## config.mk

```make
export PLATFORM = sky130hd
export DESIGN_NAME = sce_top
export DESIGN_NICKNAME = d
export VERILOG_FILES = /design/src/sce_pkg.sv /design/src/sce_top.sv
export SDC_FILE = /design/constraint.sdc
export NUM_CORES = 1
export LEC_CHECK = 0
export BUFFER_PORTS_ARGS = -buffer_cell sky130_fd_sc_hd__buf_2
export CORE_UTILIZATION = 40
export DETAILED_ROUTE_END_ITERATION = 7
export PLACE_DENSITY_LB_ADDON = 0.2
export SYNTH_ARGS = -nofsm -noshare
export SYNTH_HDL_FRONTEND = slang
export SYNTH_SLANG_ARGS = --single-unit
```

## constraint.sdc

```tcl
create_clock -name clk_i -period 2.9 [get_ports clk_i]
set_input_delay 0.435 -clock clk_i [delete_from_list [all_inputs] [get_ports clk_i]]
set_output_delay 0.435 -clock clk_i [all_outputs]
set_load 0.02 [all_outputs]
```

## src/sce_pkg.sv

```systemverilog
// Constants for the system command block, plus its error code queue
//
// What this block does
// Error query returns one logged code, else zero
// Reading an error removes it from queue
// Error text query returns code plus text; zero has no text
// Options write stores value 0 to 255
// Bit 0 clear: any command but local enters remote
// Bit 0 set: only set commands enter remote
// Return-to-local command leaves remote mode
// Remote, bit 1 clear ramps; set applies immediately
// Bit 5 selects sense or terminal voltage
// Bit 7 clear links laser and cooler enables
// All option bits reset to zero
// Options query returns register contents
// Lockout codes: 0 none, 1 all, 2 knob
// Lockout query returns code in force
// Reserved option bits stored, no effect
// Enabled lockout value is code zero

// ****************************************************************
// Shared package
// ****************************************************************
package sce_pkg;

  // Widths of command arguments and reply words
  localparam int ARG_W = 16;
  localparam int CODE_W = 16;
  localparam int OPT_W = 8;
  localparam int LOCK_W = 2;
  localparam int ERRQ_DEPTH = 8;

  // Largest legal options value
  localparam logic [ARG_W-1:0] OPT_MAX = 16'h00ff;
  // Factory default of the options register
  localparam logic [OPT_W-1:0] OPT_RESET = 8'h00;

  // Option bit positions
  localparam int OPT_REMOTE_SET_ONLY = 0;
  localparam int OPT_NO_RAMP = 1;
  localparam int OPT_SENSE_VF = 5;
  localparam int OPT_UNLINK_EN = 7;

  // Lockout codes
  localparam logic [LOCK_W-1:0] LOCK_NONE = 2'h0;
  localparam logic [LOCK_W-1:0] LOCK_ALL = 2'h1;
  localparam logic [LOCK_W-1:0] LOCK_KNOB = 2'h2;

  // Empty-queue reply code
  localparam logic [CODE_W-1:0] CODE_NONE = 16'h0000;

  // Decoded command codes from the text parser
  typedef enum logic [2:0] {
    CMD_OTHER = 3'h0,
    CMD_ERR_QUERY = 3'h1,
    CMD_ERR_TEXT_QUERY = 3'h2,
    CMD_OPT_WRITE = 3'h3,
    CMD_OPT_READ = 3'h4,
    CMD_LOCAL = 3'h5,
    CMD_LOCK_WRITE = 3'h6,
    CMD_LOCK_READ = 3'h7
  } sce_cmd_e;

endpackage : sce_pkg

// ****************************************************************
// Error code queue
// ****************************************************************
`timescale 1ns/1ps
module sce_errq
  import sce_pkg::*;
#(
  parameter int DEPTH = ERRQ_DEPTH,
  parameter int W = CODE_W
) (
  input wire logic clk_i,
  input wire logic rst_i,
  input wire logic push_i,
  input wire logic [W-1:0] push_code_i,
  input wire logic pop_i,
  output logic [W-1:0] head_o,
  output logic empty_o
);

  localparam int PW = $clog2(DEPTH);

  // Whole queue state in one record
  typedef struct packed {
    logic [DEPTH-1:0][W-1:0] mem;
    logic [PW-1:0] rd;
    logic [PW-1:0] wr;
    logic [PW:0] cnt;
  } sce_q_s;

  sce_q_s q;
  sce_q_s next_q;
  logic do_push;
  logic do_pop;

  // Next-state logic; a full queue drops the newest error
  always_comb begin
    next_q = q;
    do_pop = pop_i && (q.cnt != '0);
    // Push still lands when a pop happens in the same cycle
    do_push = push_i && ((q.cnt != DEPTH[PW:0]) || do_pop);
    if (do_push) begin
      next_q.mem[q.wr] = push_code_i;
      next_q.wr = (q.wr == PW'(DEPTH - 1)) ? '0 : q.wr + 1'b1;
    end
    if (do_pop) begin
      next_q.rd = (q.rd == PW'(DEPTH - 1)) ? '0 : q.rd + 1'b1;
    end
    next_q.cnt = q.cnt + (PW + 1)'(do_push) - (PW + 1)'(do_pop);
  end

  // State register
  always_ff @(posedge clk_i) begin
    if (rst_i) begin
      q <= '0;
    end else begin
      q <= next_q;
    end
  end

  // Head reads zero when nothing is pending
  assign empty_o = (q.cnt == '0);
  assign head_o = empty_o ? CODE_NONE : q.mem[q.rd];

endmodule : sce_errq

```

## src/sce_top.sv

```systemverilog
// System configuration, error query and lockout command block
`timescale 1ns/1ps

// ****************************************************************
// Top of the system command block
// ****************************************************************
module sce_top
  import sce_pkg::*;
#(
  parameter int DEPTH = ERRQ_DEPTH
) (
  input wire logic clk_i,
  input wire logic rst_i,
  // Decoded command from the link parser
  input wire logic cmd_valid_i,
  input wire logic [2:0] cmd_code_i,
  input wire logic cmd_is_set_i,
  input wire logic [ARG_W-1:0] cmd_arg_i,
  // Error logging from the rest of the instrument
  input wire logic err_log_i,
  input wire logic [CODE_W-1:0] err_code_i,
  // Enable requests from panel or commands
  input wire logic laser_en_req_i,
  input wire logic cooler_en_req_i,
  // Reply to the parser
  output logic rsp_valid_o,
  output logic [CODE_W-1:0] rsp_value_o,
  output logic rsp_text_o,
  // Mode and option outputs
  output logic remote_o,
  output logic ramp_o,
  output logic vf_sense_sel_o,
  output logic laser_en_o,
  output logic cooler_en_o,
  output logic buttons_en_o,
  output logic knob_en_o,
  output logic [OPT_W-1:0] options_o,
  output logic [LOCK_W-1:0] lockout_o
);

  // ****************************************************************
  // State record
  // ****************************************************************
  typedef struct packed {
    logic remote;
    logic [OPT_W-1:0] opt;
    logic [LOCK_W-1:0] lock;
    logic rsp_valid;
    logic [CODE_W-1:0] rsp_value;
    logic rsp_text;
    logic ramp;
    logic vf_sel;
    logic laser_en;
    logic cooler_en;
    logic buttons_en;
    logic knob_en;
  } sce_state_s;

  sce_state_s st;
  sce_state_s next_st;

  sce_cmd_e cmd; // Command seen as enum
  logic err_pop; // Take one entry from the queue
  logic [CODE_W-1:0] err_head; // Oldest pending code or zero
  logic err_empty; // Nothing pending

  assign cmd = sce_cmd_e'(cmd_code_i);

  // ****************************************************************
  // Error queue
  // ****************************************************************
  // Popped only by a valid error query of either kind
  assign err_pop = cmd_valid_i && ((cmd == CMD_ERR_QUERY) || (cmd == CMD_ERR_TEXT_QUERY));

  sce_errq #(
    .DEPTH(DEPTH),
    .W(CODE_W)
  ) u_errq (
    .clk_i(clk_i),
    .rst_i(rst_i),
    .push_i(err_log_i),
    .push_code_i(err_code_i),
    .pop_i(err_pop),
    .head_o(err_head),
    .empty_o(err_empty)
  );

  // ****************************************************************
  // Command handling
  // ****************************************************************
  // All replies come one cycle after the command
  always_comb begin
    next_st = st;
    next_st.rsp_valid = 1'b0;
    next_st.rsp_text = 1'b0;
    if (cmd_valid_i) begin
      // Remote entry policy follows option bit 0
      if (!st.opt[OPT_REMOTE_SET_ONLY]) begin
        next_st.remote = 1'b1;
      end else if (cmd_is_set_i) begin
        next_st.remote = 1'b1;
      end
      case (cmd)
        CMD_ERR_QUERY: begin
          next_st.rsp_valid = 1'b1;
          next_st.rsp_value = err_head;
        end
        CMD_ERR_TEXT_QUERY: begin
          next_st.rsp_valid = 1'b1;
          next_st.rsp_value = err_head;
          // Text follows only a real code; zero goes bare
          next_st.rsp_text = !err_empty;
        end
        CMD_OPT_WRITE: begin
          // Out-of-range values are ignored, register unchanged
          if (cmd_arg_i <= OPT_MAX) begin
            next_st.opt = cmd_arg_i[OPT_W-1:0];
          end
        end
        CMD_OPT_READ: begin
          next_st.rsp_valid = 1'b1;
          next_st.rsp_value = CODE_W'(st.opt);
        end
        CMD_LOCAL: begin
          // Wins over the entry above in the same cycle
          next_st.remote = 1'b0;
        end
        CMD_LOCK_WRITE: begin
          // Only the three defined codes are taken
          if ((cmd_arg_i == ARG_W'(LOCK_NONE)) || (cmd_arg_i == ARG_W'(LOCK_ALL))
              || (cmd_arg_i == ARG_W'(LOCK_KNOB))) begin
            next_st.lock = cmd_arg_i[LOCK_W-1:0];
          end
        end
        CMD_LOCK_READ: begin
          next_st.rsp_valid = 1'b1;
          next_st.rsp_value = CODE_W'(st.lock);
        end
        default: begin
          // Other commands only affect remote entry
        end
      endcase
    end
    // Derived outputs, registered so every pin is a flop
    // Ramp only applies under remote control
    next_st.ramp = next_st.remote && !next_st.opt[OPT_NO_RAMP];
    next_st.vf_sel = next_st.opt[OPT_SENSE_VF];
    next_st.cooler_en = cooler_en_req_i;
    // Linked: laser follows the cooler enable state
    if (!next_st.opt[OPT_UNLINK_EN]) begin
      next_st.laser_en = cooler_en_req_i;
    end else begin
      next_st.laser_en = laser_en_req_i;
    end
    next_st.buttons_en = (next_st.lock != LOCK_ALL);
    next_st.knob_en = (next_st.lock == LOCK_NONE);
  end

  // ****************************************************************
  // State register
  // ****************************************************************
  always_ff @(posedge clk_i) begin
    if (rst_i) begin
      st <= '0;
      st.opt <= OPT_RESET;
      st.lock <= LOCK_NONE;
      st.ramp <= 1'b0;
      st.buttons_en <= 1'b1;
      st.knob_en <= 1'b1;
    end else begin
      st <= next_st;
    end
  end

  // ****************************************************************
  // Outputs
  // ****************************************************************
  assign rsp_valid_o = st.rsp_valid;
  assign rsp_value_o = st.rsp_value;
  assign rsp_text_o = st.rsp_text;
  assign remote_o = st.remote;
  assign ramp_o = st.ramp;
  assign vf_sense_sel_o = st.vf_sel;
  assign laser_en_o = st.laser_en;
  assign cooler_en_o = st.cooler_en;
  assign buttons_en_o = st.buttons_en;
  assign knob_en_o = st.knob_en;
  assign options_o = st.opt;
  assign lockout_o = st.lock;

endmodule : sce_top

```

==> run_results.csv <==
group,metric,value,unit
floorplan,start_util,40.92,%
route,drt-total-wl,18.31,mm
clock_tree,path_clk_slew,0.07,ns
worst_setup_path,required,3.22,ns
synthesis,yosys-top-cells-count,"dfxtp_1 (172), mux2i_1 (155), nand2_1 (136)",
clock_tree,cts_inserted_buffers,17,
floorplan,rows,50,
power,clock_power_share,39.1,%
sta,post-route-period-util,84.30,%
worst_setup_path,crit_type,"flop to flop",
sta,layout_min_cycle_time,2.445,ns
power,peakVddDrop,0.0003992,V
placed_design,dp_hpwl,12.72,mm
worst_setup_path,r2r_start,"u_errq.q[2]",
synthesis,synth_area_per_cell,10.43,um^2
floorplan,die_y,140.3,um
synthesis,synthSimpleGateAreaFrac,13.42,%
clock_tree,cts_setup_buffers,0,
synthesis,synth_top_cell_area_share,44.99,%
power,p_comb_share,15.9,%
synthesis,synth-seq-area-share,44.99,%
sta,setup_violations,0,
worst_setup_path,worstSetupEndpointType,"flop",
floorplan,core,18710,um^2
floorplan,die_x,140.3,um
clock_tree,cts_tree,"built",
global_routing,grt_max_degree,59,
worst_setup_path,startpoint,"u_errq.q[2]",
floorplan,boundaryPins,77,
clock_tree,cts_resized,0,
power,p_sw,1.552,mW
worst_setup_path,endpoint,"u_errq.q[61]",
power,power.density,637.8,nW/um^2
global_routing,antenna_found_initial,0,
global_routing,grt_pass1_vias,5727,
sta,fin_skew,0.01100,ns
global_routing,grt.total_usage,19.34,%
sta,hold_viol_final,0,
global_routing,grt_first_pass_wirelength,29.70,mm
layout,fill_cells,1693,
worst_setup_path,reg2reg_to,"u_errq.q[61]",
clock_tree,htree_levels,4,
sta,slew-limit-headroom,31.43,%
layout,multi_input_area,3915,um^2
route,first_pass_iters,4,
clock_tree,postCtsHoldBufs,0,
layout,final_nets,853,
sta,final_max_slew_viol_count,0,
synthesis,syn_nets,787,
power,p_int,4.110,mW
clock_tree,cts_root_buf,"clkbuf_16",
clock_tree,clock_sinks,172,
synthesis,yosys_most_used_dff,"dfxtp_1",
synthesis,synth_xor_xnor_area_share,0.8828,%
placed_design,io_buffers,76,
synthesis,synth_top_cells_by_area,"dfxtp_1 (45%), mux2i_1 (20%), nand2_1 (6.7%)",
synthesis,synth_top_family_by_area,"multiplexers",
synthesis,synthAdderAreaFrac,1.896,%
worst_setup_path,r2r_cells,6,
synthesis,async_flop_share,0,%
worst_setup_path,cp-start-kind,"flop",
clock_tree,clockBufferDepth,2,
synthesis,synth_mux_area_share,26.60,%
synthesis,yosys_register_bits,172,
power,p_seq_share,45.0,%
route,vias,5680,
synthesis,synth-compound-area-share,8.354,%
worst_setup_path,ff2ff_setup_slack,0.46,ns
status,status,"finished clean",
route,ant_nets,0,
sta,rsz0062_at_grt,"no",
run,maxCapViolCount,0,
synthesis,synthDistinctLibCells,50,
clock_tree,clk_latency,0.43,ns
synthesis,synth_edf_count,0,
route,drtIter0Drc,274,
route,drcViolationCount,0,
synthesis,synth_top_area_cell,"dfxtp_1",
layout,diodes,0,
synthesis,postSynthCellCount,734,
global_routing,globalRouteOverflowTotal,0,
sta,fin_tns_setup,0,ns
sta,worst-slew-pin-transition,1.027,ns
layout,seqCellArea,3445,um^2
route,via_per_inst,5.425,
power,sw_frac_of_total,27.41,%
power,power.leakage,3.915,nW
layout,finish.utilization,47.46,%
worst_setup_path,arrival,2.76,ns
layout,layout-drive-gt1-share,21.53,%
sta,fmax,409.1,MHz
synthesis,ys_warn_count,0,
placed_design,gp_congestion,0.8089,
min_path,min_path_type,"primary input to flop",
route,avgRoutedWirePerCell,17.49,um
layout,area_growth,15.99,%
floorplan,floorplan.die_area,19690,um^2
worst_setup_path,crit_fanout,23,
synthesis,synthMostInstantiatedCell,"dfxtp_1",
synthesis,synth_area,7654,um^2
[final cells by class]
type	instances	share of cell area, %
multi-input cells	498	44.10
repair buffers	101	6.822
well taps	234	3.298
clock inverters	12	1.268
clock buffers	20	5.257
inverters	10	0.4510
flip-flops and latches	172	38.80
[cells by family (layout without fill, tap and decap cells)]
group           Yosys count  after routing
xor+xnor                  4              4
simple gates            226            226
mux                     178            178
flops                   172            172
compound gates           79             79
fa+ha+maj                11             11
buf+inv                  64            143
[worst min-delay path by stage]
stage / from / endpoint / slack [ns] / cells after the start
floorplan: u_errq.q[50] / u_errq.q[50] / 0.43 / 2
global placement: u_errq.q[53] / u_errq.q[53] / 0.44 / 2
detailed placement: u_errq.q[55] / u_errq.q[55] / 0.45 / 2
CTS: cmd_arg_i[6] / options_o[6] / 0.24 / 3
global route: cooler_en_req_i / cooler_en_o / 0.28 / 2
finish: cmd_arg_i[6] / options_o[6] / 0.25 / 3
[layout by cell type, fill, tap and decap left out, types with 3 or more instances in the layout]
cell,n
dfxtp_1,171
mux2i_1,155
nand2_1,136
buf_2,76
nor2_1,33
buf_4,22
mux4_2,20
nor4_1,18
clkbuf_16,17
a22oi_1,12
a31o_1,10
ha_1,10
inv_1,9
o21ai_0,8
a21oi_1,8
o2bb2ai_1,8
a211oi_1,7
nor2b_1,7
a32oi_1,6
a31o_2,6
nand3b_1,4
nand3_1,4
nand2b_1,4
nand3_2,4
nor3_1,3
or4_1,3
and2_1,3
mux2_2,3
clkinv_2,3
clkbuf_8,3
clkinv_4,3
inv_6,3
buf_12,3
[power by group through the flow]
| stage | clock (mW) | sequential (mW) | combinational (mW) |
|---|---|---|---|
| 6_report | 2.21 | 2.55 | 0.901 |
| 5_1_grt | 2.35 | 2.56 | 0.985 |
| 4_1_cts | 2.25 | 2.55 | 0.903 |
| 3_5_place_dp | 0 | 2.60 | 0.898 |
| 3_3_place_gp | 0 | 2.59 | 0.868 |
| 2_1_floorplan | 0 | 2.59 | 0.647 |
[flip-flops by register name, indices dropped and copies added, names as in the netlist]
register	flops
u_errq.q	138
rsp_value_o	16
options_o	8
lockout_o	2
buttons_en_o	1
cooler_en_o	1
knob_en_o	1
laser_en_o	1
ramp_o	1
remote_o	1
rsp_text_o	1
rsp_valid_o	1
[critical path, cell delays in order (launching register included)]
cell and delay (ns):
dfxtp_1 0.32, inv_1 0.07, ha_1 0.26, nand2b_1 0.22, o311a_4 0.45, or3_1 0.66
a31o_2 0.35
[through the flow]
stage | power [mW] | instances | hold WS (ns) | worst slack (ns) | cell area (um^2)
detailed placement | 3.496 | 1015 | 0.4472 | 0.4517 | 8298
global placement | 3.459 | 1015 | 0.4399 | 0.5212 | 8298
floorplan | 3.242 | 734 | 0.4315 | 0.3466 | 7654
finish | 5.662 | 1047 | 0.2529 | 0.4554 | 8877
CTS | 5.704 | 1047 | 0.2438 | 0.4572 | 8877
global route | 5.894 | 1047 | 0.2831 | 0.3868 | 8877
[per-layer routing]
layer  vias to the layer above  routed length [um]  global-route usage [%]
li1                       2761                   -                       -
met1                      2775                8557                   24.78
met2                       125                8790                   33.11
met3                        19                 753                   3.248
met4                         0                 210                   6.131
met5                         -                   0                       0
Note: power is estimated with default switching activity, not from simulation.
